<file path="src/sfr_bank_pkg.sv">
// Constants and the behaviour list of the core special register bank.
// Behaviour
// Top 128 addresses, direct access only
// All core registers live in this space
// Status word at 0xD0, bit addressable
// Data pointer is high byte over low
// Carry and overflow set by arithmetic ops
// Half carry set only by add ops
// Bits five and one are user flags
// Bits four and three pick register bank
// Bit zero keeps operand parity even
// Power bit seven doubles baud, resets zero
// Software keeps power bits six-zero zero
// Data pointer low resets to zero
// Data pointer high resets to zero
// Stack high 0xB7, limit 0xBF, byte only
// Configuration at 0xAF, byte only
// Writes visible from next instruction
`default_nettype none
package sfr_bank_pkg;
  // Register addresses.
  localparam logic [7:0] SFR_BASE   = 8'h80;
  localparam logic [7:0] ADDR_SP    = 8'h81;
  localparam logic [7:0] ADDR_DPL   = 8'h82;
  localparam logic [7:0] ADDR_DPH   = 8'h83;
  localparam logic [7:0] ADDR_POWER_CONTROL_WORD  = 8'h87;
  localparam logic [7:0] ADDR_CFG   = 8'hAF;
  localparam logic [7:0] ADDR_SPH   = 8'hB7;
  localparam logic [7:0] ADDR_STACK_LIMIT_CONTROL = 8'hBF;
  localparam logic [7:0] ADDR_PSW   = 8'hD0;
  localparam logic [7:0] ADDR_ACC   = 8'hE0;
  localparam logic [7:0] ADDR_B     = 8'hF0;
  // Status word field positions.
  localparam int PSW_CY  = 7;
  localparam int PSW_AC  = 6;
  localparam int PSW_F0  = 5;
  localparam int PSW_RSH = 4;
  localparam int PSW_RSL = 3;
  localparam int PSW_OV  = 2;
  localparam int PSW_F1  = 1;
  localparam int PSW_P   = 0;
  localparam int POWER_CONTROL_WORD_BAUD = 7;
  // Reset values.
  localparam logic [7:0] RST_ZERO  = 8'h00;
  localparam logic [7:0] RST_SP    = 8'h07;
  localparam logic [7:0] RST_SPH   = 8'h89;
  localparam logic [7:0] RST_CFG   = 8'h81;
  localparam logic [7:0] POWER_CONTROL_WORD_MASK = 8'h80;
  localparam logic [7:0] UNMAPPED  = 8'h00;
  // Arithmetic operation classes reported by the datapath.
  typedef enum logic [2:0] {OP_NONE, OP_ADD, OP_ADDC, OP_SUBB, OP_MUL, OP_DIV} alu_op_t;
endpackage
`default_nettype wire

</file>
<file path="src/sfr_bit_merge.sv">
// Read-modify-write helper for single-bit accesses to a register byte.
`timescale 1ns/1ns
`default_nettype none
module sfr_bit_merge
  import sfr_bank_pkg::*;
(
  // Byte being modified.
  input  wire logic [7:0] old_i,
  // Bit select and value.
  input  wire logic [2:0] bit_sel_i,
  input  wire logic       bit_val_i,
  // Merged byte.
  output logic      [7:0] new_o
);
  // Replace only the selected bit; the other seven are kept.
  always_comb begin
    new_o            = old_i;
    new_o[bit_sel_i] = bit_val_i;
  end
endmodule // sfr_bit_merge
`default_nettype wire

</file>
<file path="src/sfr_bank.sv">
// Core special register bank: direct-address decode, status word and pointers.
`timescale 1ns/1ns
`default_nettype none
module sfr_bank
  import sfr_bank_pkg::*;
(
  // Clock and reset.
  input  wire logic       mclk_i,
  input  wire logic       resetn_i,
  // Direct-address access from the core.
  input  wire logic [7:0] addr_i,
  input  wire logic       direct_i,
  input  wire logic       wr_i,
  input  wire logic       rd_i,
  input  wire logic       bit_op_i,
  input  wire logic [2:0] bit_sel_i,
  input  wire logic       bit_val_i,
  input  wire logic [7:0] wdata_i,
  // Flag updates from the arithmetic unit.
  input  wire alu_op_t    alu_op_i,
  input  wire logic       alu_cy_i,
  input  wire logic       alu_ac_i,
  input  wire logic       alu_ov_i,
  // Result write to the operand register.
  input  wire logic       acc_we_i,
  input  wire logic [7:0] acc_d_i,
  // Read data.
  output logic      [7:0] rdata_o,
  output logic            hit_o,
  // Register contents toward the datapath.
  output logic      [7:0] main_operand_register_o,
  output logic      [7:0] aux_multiply_operand_o,
  output logic      [7:0] program_status_word_o,
  output logic     [15:0] data_pointer_pair_o,
  output logic      [7:0] stack_pointer_o,
  output logic      [7:0] stack_pointer_high_o,
  output logic      [7:0] stack_limit_control_o,
  output logic      [7:0] core_configuration_o,
  output logic      [1:0] bank_select_o,
  output logic            baud_doubler_o
);
  ////////////////////////////////////////////////////////////////////////////
  // Storage.
  logic [7:0] acc_r;   // Main operand register.
  logic [7:0] b_r;     // Auxiliary multiply operand.
  logic [7:0] psw_r;   // Status word bits 7..1; bit 0 is computed.
  logic [7:0] power_control_word_r;  // Power control word.
  logic [7:0] dpl_r;   // Pointer low byte.
  logic [7:0] dph_r;   // Pointer high byte.
  logic [7:0] sp_r;    // Stack pointer.
  logic [7:0] sph_r;   // Stack pointer high.
  logic [7:0] stc_r;   // Stack limit control.
  logic [7:0] cfg_r;   // Core configuration.

  ////////////////////////////////////////////////////////////////////////////
  // Decode. Indirect accesses go to RAM, never here.
  wire in_space  = direct_i && (addr_i >= SFR_BASE);
  wire wr_ok     = in_space && wr_i;
  wire sel_acc   = addr_i == ADDR_ACC;
  wire sel_b     = addr_i == ADDR_B;
  wire sel_psw   = addr_i == ADDR_PSW;
  wire sel_power_control_word  = addr_i == ADDR_POWER_CONTROL_WORD;
  wire sel_dpl   = addr_i == ADDR_DPL;
  wire sel_dph   = addr_i == ADDR_DPH;
  wire sel_sp    = addr_i == ADDR_SP;
  wire sel_sph   = addr_i == ADDR_SPH;
  wire sel_stc   = addr_i == ADDR_STACK_LIMIT_CONTROL;
  wire sel_cfg   = addr_i == ADDR_CFG;
  // Only the two operand registers and the status word take bit accesses.
  wire bit_able  = sel_acc || sel_b || sel_psw;
  wire byte_wr   = wr_ok && !bit_op_i;
  wire bit_wr    = wr_ok && bit_op_i && bit_able;
  wire mapped    = sel_acc | sel_b | sel_psw | sel_power_control_word | sel_dpl | sel_dph
                 | sel_sp | sel_sph | sel_stc | sel_cfg;

  // Parity is even over operand plus this bit.
  wire parity    = ^acc_r;
  wire [7:0] psw_view = {psw_r[7:1], parity};

  // Selected current value, for reads and bit merges.
  wire [7:0] cur =
      sel_acc  ? acc_r  : sel_b   ? b_r   : sel_psw ? psw_view :
      sel_power_control_word ? power_control_word_r : sel_dpl ? dpl_r : sel_dph ? dph_r :
      sel_sp   ? sp_r   : sel_sph ? sph_r : sel_stc ? stc_r :
      sel_cfg  ? cfg_r  : UNMAPPED;

  wire [7:0] merged;
  // Single-bit write data built from the current byte.
  sfr_bit_merge u_merge (
    .old_i     (cur),
    .bit_sel_i (bit_sel_i),
    .bit_val_i (bit_val_i),
    .new_o     (merged)
  );
  wire [7:0] wval = bit_op_i ? merged : wdata_i;
  wire do_wr = byte_wr || bit_wr;

  // Flag update classes from the arithmetic unit.
  wire op_cy_ov = (alu_op_i == OP_ADD) || (alu_op_i == OP_ADDC) || (alu_op_i == OP_SUBB)
               || (alu_op_i == OP_MUL) || (alu_op_i == OP_DIV);
  wire op_ac    = (alu_op_i == OP_ADD) || (alu_op_i == OP_ADDC);

  // Next status word: software write first, then arithmetic flags win.
  logic [7:0] psw_nxt;
  always_comb begin
    psw_nxt = psw_r;
    if (do_wr && sel_psw) begin
      psw_nxt = wval;
    end
    if (op_cy_ov) begin
      psw_nxt[PSW_CY] = alu_cy_i;
      psw_nxt[PSW_OV] = alu_ov_i;
    end
    if (op_ac) begin
      psw_nxt[PSW_AC] = alu_ac_i;
    end
    psw_nxt[PSW_P] = 1'b0;
  end

  ////////////////////////////////////////////////////////////////////////////
  // Status word and operand registers.
  always_ff @(posedge mclk_i) begin
    if (!resetn_i) begin
      psw_r <= RST_ZERO;
      acc_r <= RST_ZERO;
      b_r   <= RST_ZERO;
    end else begin
      psw_r <= psw_nxt;
      if (do_wr && sel_acc) begin
        acc_r <= wval;
      end else if (acc_we_i) begin
        acc_r <= acc_d_i;
      end
      if (do_wr && sel_b) begin
        b_r <= wval;
      end
    end
  end

  ////////////////////////////////////////////////////////////////////////////
  // Byte-only registers.
  always_ff @(posedge mclk_i) begin
    if (!resetn_i) begin
      power_control_word_r <= RST_ZERO;
      dpl_r  <= RST_ZERO;
      dph_r  <= RST_ZERO;
      sp_r   <= RST_SP;
      sph_r  <= RST_SPH;
      stc_r  <= RST_ZERO;
      cfg_r  <= RST_CFG;
    end else if (byte_wr) begin
      // Reserved power bits are held at zero whatever is written.
      if (sel_power_control_word) power_control_word_r <= wdata_i & POWER_CONTROL_WORD_MASK;
      if (sel_dpl)  dpl_r  <= wdata_i;
      if (sel_dph)  dph_r  <= wdata_i;
      if (sel_sp)   sp_r   <= wdata_i;
      if (sel_sph)  sph_r  <= wdata_i;
      if (sel_stc)  stc_r  <= wdata_i;
      if (sel_cfg)  cfg_r  <= wdata_i;
    end
  end

  ////////////////////////////////////////////////////////////////////////////
  // Registered outputs, one cycle behind storage.
  always_ff @(posedge mclk_i) begin
    if (!resetn_i) begin
      rdata_o <= UNMAPPED;
      hit_o   <= 1'b0;
    end else begin
      rdata_o <= (in_space && rd_i) ? cur : UNMAPPED;
      hit_o   <= in_space && rd_i && mapped;
    end
  end

  // Datapath views; these track storage directly through flops.
  always_ff @(posedge mclk_i) begin
    if (!resetn_i) begin
      main_operand_register_o <= RST_ZERO;
      aux_multiply_operand_o  <= RST_ZERO;
      program_status_word_o   <= RST_ZERO;
      data_pointer_pair_o     <= {RST_ZERO, RST_ZERO};
      stack_pointer_o         <= RST_SP;
      stack_pointer_high_o    <= RST_SPH;
      stack_limit_control_o   <= RST_ZERO;
      core_configuration_o    <= RST_CFG;
      bank_select_o           <= 2'h0;
      baud_doubler_o          <= 1'b0;
    end else begin
      main_operand_register_o <= acc_r;
      aux_multiply_operand_o  <= b_r;
      program_status_word_o   <= psw_view;
      data_pointer_pair_o     <= {dph_r, dpl_r};
      stack_pointer_o         <= sp_r;
      stack_pointer_high_o    <= sph_r;
      stack_limit_control_o   <= stc_r;
      core_configuration_o    <= cfg_r;
      bank_select_o           <= psw_r[PSW_RSH:PSW_RSL];
      baud_doubler_o          <= power_control_word_r[POWER_CONTROL_WORD_BAUD];
    end
  end

  ////////////////////////////////////////////////////////////////////////////
  // Checks.
  property p_indirect_ignored;
    @(posedge mclk_i) disable iff (!resetn_i)
    (!direct_i && wr_i && !acc_we_i) |=> $stable(acc_r) && $stable(dpl_r);
  endproperty
  a_indirect_ignored: assert property (p_indirect_ignored) else $error("indirect write reached bank");

  property p_psw_write;
    @(posedge mclk_i) disable iff (!resetn_i)
    (byte_wr && sel_psw && alu_op_i == OP_NONE) |=> psw_r[7:1] == $past(wdata_i[7:1]);
  endproperty
  a_psw_write: assert property (p_psw_write) else $error("status byte write lost");

  property p_data_pointer_pair_pair;
    @(posedge mclk_i) disable iff (!resetn_i)
    1'b1 |=> data_pointer_pair_o == $past({dph_r, dpl_r});
  endproperty
  a_data_pointer_pair_pair: assert property (p_data_pointer_pair_pair) else $error("pointer pair mismatch");

  property p_cy_update;
    @(posedge mclk_i) disable iff (!resetn_i)
    op_cy_ov |=> psw_r[PSW_CY] == $past(alu_cy_i) && psw_r[PSW_OV] == $past(alu_ov_i);
  endproperty
  a_cy_update: assert property (p_cy_update) else $error("carry or overflow not updated");

  property p_ac_only_add;
    @(posedge mclk_i) disable iff (!resetn_i)
    (!op_ac && !(do_wr && sel_psw)) |=> $stable(psw_r[PSW_AC]);
  endproperty
  a_ac_only_add: assert property (p_ac_only_add) else $error("half carry changed");

  property p_user_flags;
    @(posedge mclk_i) disable iff (!resetn_i)
    !(do_wr && sel_psw) |=> $stable(psw_r[PSW_F0]) && $stable(psw_r[PSW_F1]) && $stable(psw_r[4:3]);
  endproperty
  a_user_flags: assert property (p_user_flags) else $error("user flag changed");

  // The published parity bit together with the operand bits it covers must
  // always count even. The other status bits are left out of the sum on purpose,
  // because user flags and bank bits would otherwise make it fail.
  property p_parity;
    @(posedge mclk_i) disable iff (!resetn_i)
    1'b1 |=> (program_status_word_o[PSW_P] ^ (^$past(acc_r))) == 1'b0;
  endproperty
  a_parity: assert property (p_parity) else $error("parity not even");

  property p_power_control_word_reserved;
    @(posedge mclk_i) disable iff (!resetn_i)
    1'b1 |-> power_control_word_r[6:0] == 7'h00;
  endproperty
  a_power_control_word_reserved: assert property (p_power_control_word_reserved) else $error("power reserved bits set");

  property p_no_bit_sph;
    @(posedge mclk_i) disable iff (!resetn_i)
    (wr_ok && bit_op_i && (sel_sph || sel_stc || sel_cfg || sel_dpl)) |=> $stable(sph_r) && $stable(stc_r)
      && $stable(cfg_r) && $stable(dpl_r);
  endproperty
  a_no_bit_sph: assert property (p_no_bit_sph) else $error("bit write to byte register");

  // The bank select view follows the stored select bits one edge later.
  property p_bank_view;
    @(posedge mclk_i) disable iff (!resetn_i)
    1'b1 |=> bank_select_o == $past(psw_r[PSW_RSH:PSW_RSL]);
  endproperty
  a_bank_view: assert property (p_bank_view) else $error("bank select view wrong");

  // The baud doubler view follows the stored power bit one edge later.
  property p_baud_view;
    @(posedge mclk_i) disable iff (!resetn_i)
    1'b1 |=> baud_doubler_o == $past(power_control_word_r[POWER_CONTROL_WORD_BAUD]);
  endproperty
  a_baud_view: assert property (p_baud_view) else $error("baud doubler view wrong");

  // A read below the register space is a memory read and must not hit here.
  property p_low_read_miss;
    @(posedge mclk_i) disable iff (!resetn_i)
    (direct_i && rd_i && (addr_i < SFR_BASE)) |=> !hit_o && rdata_o == UNMAPPED;
  endproperty
  a_low_read_miss: assert property (p_low_read_miss) else $error("low address read hit the bank");

  // Without a read strobe the read port rests at zero, so stale data never leaks.
  property p_rdata_idle;
    @(posedge mclk_i) disable iff (!resetn_i)
    !rd_i |=> !hit_o && rdata_o == UNMAPPED;
  endproperty
  a_rdata_idle: assert property (p_rdata_idle) else $error("read port not idle");

  // A bus write to the operand register beats a same-cycle result write.
  // Software expects its own store to be what the next instruction sees.
  property p_bus_beats_result;
    @(posedge mclk_i) disable iff (!resetn_i)
    (do_wr && sel_acc && acc_we_i) |=> acc_r == $past(wval);
  endproperty
  a_bus_beats_result: assert property (p_bus_beats_result) else $error("operand store lost");

  // A byte write to the pointer high byte lands in storage on the next edge.
  property p_pointer_high_write;
    @(posedge mclk_i) disable iff (!resetn_i)
    (byte_wr && sel_dph) |=> dph_r == $past(wdata_i);
  endproperty
  a_pointer_high_write: assert property (p_pointer_high_write) else $error("pointer high write lost");
endmodule // sfr_bank
`default_nettype wire

</file>
<file path="config.mk">
export PLATFORM = sky130hd
export DESIGN_NAME = sfr_bank
export DESIGN_NICKNAME = d
export VERILOG_FILES = /design/src/sfr_bank_pkg.sv /design/src/sfr_bit_merge.sv /design/src/sfr_bank.sv
export SDC_FILE = /design/constraint.sdc
export NUM_CORES = 1
export LEC_CHECK = 0
export BUFFER_PORTS_ARGS = -buffer_cell sky130_fd_sc_hd__buf_2
export CORE_MARGIN = 2
export CORE_UTILIZATION = 45
export CTS_CLUSTER_DIAMETER = 120
export DETAILED_ROUTE_END_ITERATION = 6
export PLACE_DENSITY = 0.71
export SLEW_MARGIN = 20
export SYNTH_ARGS = -nofsm -noshare
export SYNTH_HDL_FRONTEND = slang
export SYNTH_SLANG_ARGS = --single-unit
export TNS_END_PERCENT = 1
</file>
<file path="constraint.sdc">
create_clock -name mclk_i -period 2.1 [get_ports mclk_i]
set_input_delay 0.315 -clock mclk_i [delete_from_list [all_inputs] [get_ports mclk_i]]
set_output_delay 0.315 -clock mclk_i [all_outputs]
set_load 0.02 [all_outputs]
</file>
==> run_summary.xml <==
<?xml version="1.0" encoding="UTF-8"?>
<metrics>
  <group name="yosys">
    <metric name="synth_cells" unit="">689</metric>
    <metric name="post-synth-top-area-fraction" unit="%">49.27</metric>
    <metric name="post-synth-top-area-cell" unit="">sky130_fd_sc_hd__dfxtp_1</metric>
    <metric name="synth_common_cells" unit="">sky130_fd_sc_hd__dfxtp_1 (154), sky130_fd_sc_hd__nand2_1 (92), sky130_fd_sc_hd__and2_1 (66)</metric>
    <metric name="yosys.cell_types.count" unit="">65</metric>
    <metric name="count_of_flip_flops_with_a_built_in_enable_after_synthesis" unit="">0</metric>
    <metric name="yosysWarningCount" unit="">0</metric>
    <metric name="postSynthNetCount" unit="">730</metric>
    <metric name="synth.most_common_cell" unit="">sky130_fd_sc_hd__dfxtp_1</metric>
    <metric name="synth-seq-cells" unit="">154</metric>
    <metric name="synth.top_cells.by_area" unit="">sky130_fd_sc_hd__dfxtp_1 (49%), sky130_fd_sc_hd__and2_1 (6.6%), sky130_fd_sc_hd__nand2_1 (5.5%)</metric>
    <metric name="synth_async_sr_flop_share" unit="%">0</metric>
    <metric name="synth.yosys.seq_area_share" unit="%">49.27</metric>
    <metric name="postSynth.topFlopCell" unit="">sky130_fd_sc_hd__dfxtp_1</metric>
    <metric name="syn-mean-instance-area" unit="um2">9.082</metric>
    <metric name="syn_area" unit="um2">6257</metric>
  </group>
  <group name="grt">
    <metric name="pin_count_of_the_biggest_net_entering_global_routing" unit="">42</metric>
    <metric name="antenna_violations_before_repair" unit="">0</metric>
    <metric name="grt_pass1_wl" unit="um">31350</metric>
    <metric name="track_usage" unit="%">28.57</metric>
    <metric name="gr-total-overflow" unit="">0</metric>
    <metric name="via_count_of_the_first_global_routing_pass" unit="">5613</metric>
  </group>
  <group name="pwr">
    <metric name="power.density" unit="nW/um2">794.0</metric>
    <metric name="ir_worst_vdd" unit="mV">0.5354</metric>
    <metric name="leakage" unit="nW">3.430</metric>
  </group>
  <group name="worst_setup_path">
    <metric name="crit_path_top_delay_cell" unit="">sky130_fd_sc_hd__dfxtp_1</metric>
    <metric name="crit_path_max_fanout" unit="">4</metric>
    <metric name="arrival" unit="ns">2.18</metric>
    <metric name="max_stage_delay" unit="ns">0.47</metric>
    <metric name="number_of_buffers_and_inverters_on_the_critical_path" unit="">1</metric>
    <metric name="worstPathCellList" unit="">xnor2_1 &gt; xnor2_1 &gt; xnor2_1 &gt; o21ai_1 &gt; buf_4 &gt; nor3_1 &gt; o2bb2ai_1</metric>
    <metric name="r2r_slack" unit="ns">0.24</metric>
    <metric name="worstSetupEndpointType" unit="">flip-flop</metric>
    <metric name="start_kind" unit="">flip-flop</metric>
    <metric name="critical-path-top-delay-family" unit="">XOR/XNOR gates</metric>
    <metric name="critical_path_required" unit="ns">2.42</metric>
    <metric name="classification_of_the_worst_setup_path" unit="">reg2reg</metric>
    <metric name="cpMostUsedCell" unit="">sky130_fd_sc_hd__xnor2_1</metric>
  </group>
  <group name="clock_tree">
    <metric name="cts_setup_buffers" unit="">0</metric>
    <metric name="number_of_hold_repair_buffers_added_at_the_cts_stage" unit="">0</metric>
    <metric name="clock_tree_from_tritoncts" unit="">built</metric>
    <metric name="clkLatencyLatePin" unit="ns">0.43</metric>
    <metric name="clock-root-buffer" unit="">sky130_fd_sc_hd__clkbuf_16</metric>
    <metric name="cts-htree-levels" unit="">4</metric>
    <metric name="cts.path.max_buffers" unit="">2</metric>
    <metric name="register_clock_pin_slew_on_the_reported_worst_setup_and_hold_paths" unit="ns">0.06</metric>
    <metric name="cts-buffers-inserted" unit="">17</metric>
    <metric name="clock_sink_count" unit="">154</metric>
    <metric name="post_cts_resize_count" unit="">0</metric>
  </group>
  <group name="floorplanning">
    <metric name="core_area" unit="um2">13720</metric>
    <metric name="area_enclosed_by_the_die_boundary" unit="um2">14860</metric>
    <metric name="num_rows" unit="">43</metric>
    <metric name="dieWidth" unit="um">121.9</metric>
    <metric name="starting_density_of_the_core" unit="%">45.61</metric>
    <metric name="die_height" unit="um">121.9</metric>
    <metric name="io_pins" unit="">125</metric>
  </group>
  <group name="timing">
    <metric name="setup_repair_after_global_routing_missed_its_margin" unit="">false</metric>
    <metric name="maxSlewHeadroom" unit="%">71.15</metric>
    <metric name="finalMaxSlewViolations" unit="">0</metric>
    <metric name="timing_hold_violations_final" unit="">0</metric>
    <metric name="max_clock_freq" unit="MHz">537.9</metric>
    <metric name="final.min_clock_period" unit="ns">1.859</metric>
    <metric name="setup_violations" unit="">0</metric>
    <metric name="final.setup.tns" unit="ns">0</metric>
    <metric name="fin_skew" unit="ns">0.01041</metric>
    <metric name="worstMarginPinSlew" unit="ns">0.4327</metric>
    <metric name="final.hold.worst_slack" unit="ns">0.1523</metric>
    <metric name="min_period_over_period" unit="%">88.53</metric>
  </group>
  <group name="layout">
    <metric name="layoutNonFillerInstCount" unit="">1058</metric>
    <metric name="flow.area_growth_from_synthesis" unit="%">29.51</metric>
    <metric name="fin_nets" unit="">906</metric>
    <metric name="antenna_cells" unit="">0</metric>
    <metric name="postLayoutCellArea" unit="um2">8104</metric>
    <metric name="drive_gt1_share" unit="%">29.16</metric>
    <metric name="post-route-util" unit="%">59.07</metric>
  </group>
  <group name="min_path">
    <metric name="hold_path.class" unit="">in2reg</metric>
  </group>
  <group name="place">
    <metric name="dpl-instance-area" unit="um2">7532</metric>
    <metric name="port_buffers" unit="">124</metric>
    <metric name="placed_cells_incl_taps" unit="">1026</metric>
    <metric name="detailed_place_hpwl" unit="um">15610</metric>
    <metric name="gp_congestion" unit="">0.9780</metric>
  </group>
  <group name="status">
    <metric name="outcome" unit="">finished clean</metric>
  </group>
  <group name="detailed_routing">
    <metric name="drt_pre_antenna_iters" unit="">5</metric>
    <metric name="post_drt_wl_per_cell" unit="um">19.60</metric>
    <metric name="wirelength" unit="um">20740</metric>
    <metric name="vias" unit="">5852</metric>
    <metric name="detail_route.iter0.violations" unit="">699</metric>
    <metric name="drc_errors" unit="">0</metric>
    <metric name="avgViaCountPerCell" unit="">5.531</metric>
    <metric name="ant_nets" unit="">0</metric>
  </group>
  <group name="job">
    <metric name="cap_viol_max_count" unit="">0</metric>
  </group>
</metrics>
[worst paths after layout]
kind              depth (start not counted)  startpoint       end
setup / recovery                          7    acc_r[5]    b_r[0]
setup reg to reg                          7    acc_r[5]    b_r[0]
hold / removal                            3    alu_ac_i  psw_r[6]
hold reg to reg                           2    dph_r[1]  dph_r[1]
[worst reg2reg max path, stage by stage (launching register included)]
cell and delay (ns):
sky130_fd_sc_hd__dfxtp_1 0.47, sky130_fd_sc_hd__xnor2_1 0.18, sky130_fd_sc_hd__xnor2_1 0.11, sky130_fd_sc_hd__xnor2_1 0.32, sky130_fd_sc_hd__o21ai_1 0.17, sky130_fd_sc_hd__buf_4 0.16
sky130_fd_sc_hd__nor3_1 0.25, sky130_fd_sc_hd__o2bb2ai_1 0.09
[state kept, by name, summed over array words and instances (netlist names), 7 cells and up]
register / count
core_configuration_o: 8
aux_multiply_operand_o: 8
main_operand_register_o: 8
sph_r: 8
stack_pointer_high_o: 8
program_status_word_o: 8
stc_r: 8
psw_r: 7
cfg_r: 8
sp_r: 8
dph_r: 8
dpl_r: 8
b_r: 8
data_pointer_pair_o: 16
acc_r: 8
stack_pointer_o: 8
rdata_o: 8
stack_limit_control_o: 8
[report_power, final]
part	total (mW)	internal [mW]	switching [mW]	leakage [nW]
Combinational	0.493	0.186	0.307	1.92
Sequential	2.97	2.95	0.0196	1.24
Clock	2.97	1.77	1.20	0.265
[cell type report]
| class | instances | area (um2) |
|---|---|---|
| fill | 1229 | 5615 |
| sequential | 154 | 3083 |
| multi-input combinational | 481 | 2939 |
| timing repair buffer | 204 | 1259 |
| clock buffer | 21 | 450.4 |
| tap | 180 | 225.2 |
| clock inverter | 11 | 121.4 |
| inverter | 7 | 26.28 |
[per-stage QoR]
step	total power, mW	worst slack [ns]
2_1_floorplan	3.282	0.08865
3_3_place_gp	3.509	-0.1426
3_5_place_dp	3.514	-0.07029
4_1_cts	6.457	0.2301
5_1_grt	6.636	0.1372
6_report	6.434	0.2408
[cells by family after synthesis]
| kind of cell | after synthesis | share of synthesized area (%) |
|---|---|---|
| and+or+nand+nor | 294 | 24.54 |
| DFF | 154 | 49.27 |
| xor gates and xnor gates | 8 | 1.120 |
| AOI/OAI and AO/OA | 136 | 14.22 |
| muxes | 43 | 7.099 |
| buffers and inverters | 54 | 3.759 |
[routing by layer]
metal  part of all wire, %  track usage, %  wire length [um]  vias up
met4                   4.1           15.37               843        0
met1                    41           36.04              8539     2747
met3                   7.9           6.039              1648       57
met5                     0               0                 0        -
li1                      -               -                 -     2743
met2                    47           45.78              9707      305
[layout by cell type, fill, tap and decap left out, types with 7 or more instances in the layout]
master,instances
sky130_fd_sc_hd__mux2i_1,32
sky130_fd_sc_hd__buf_2,124
sky130_fd_sc_hd__a22oi_1,8
sky130_fd_sc_hd__nor2_1,46
sky130_fd_sc_hd__nor3_1,10
sky130_fd_sc_hd__nand2b_1,12
sky130_fd_sc_hd__dfxtp_1,154
sky130_fd_sc_hd__mux2_2,11
sky130_fd_sc_hd__clkbuf_16,17
sky130_fd_sc_hd__a21oi_1,42
sky130_fd_sc_hd__xnor2_1,8
sky130_fd_sc_hd__nand2_1,92
sky130_fd_sc_hd__a31oi_1,7
sky130_fd_sc_hd__nor2b_1,12
sky130_fd_sc_hd__o21ai_0,25
sky130_fd_sc_hd__nand3_1,17
sky130_fd_sc_hd__buf_4,77
sky130_fd_sc_hd__and2_1,66
Power figures use the tool's default switching activity.
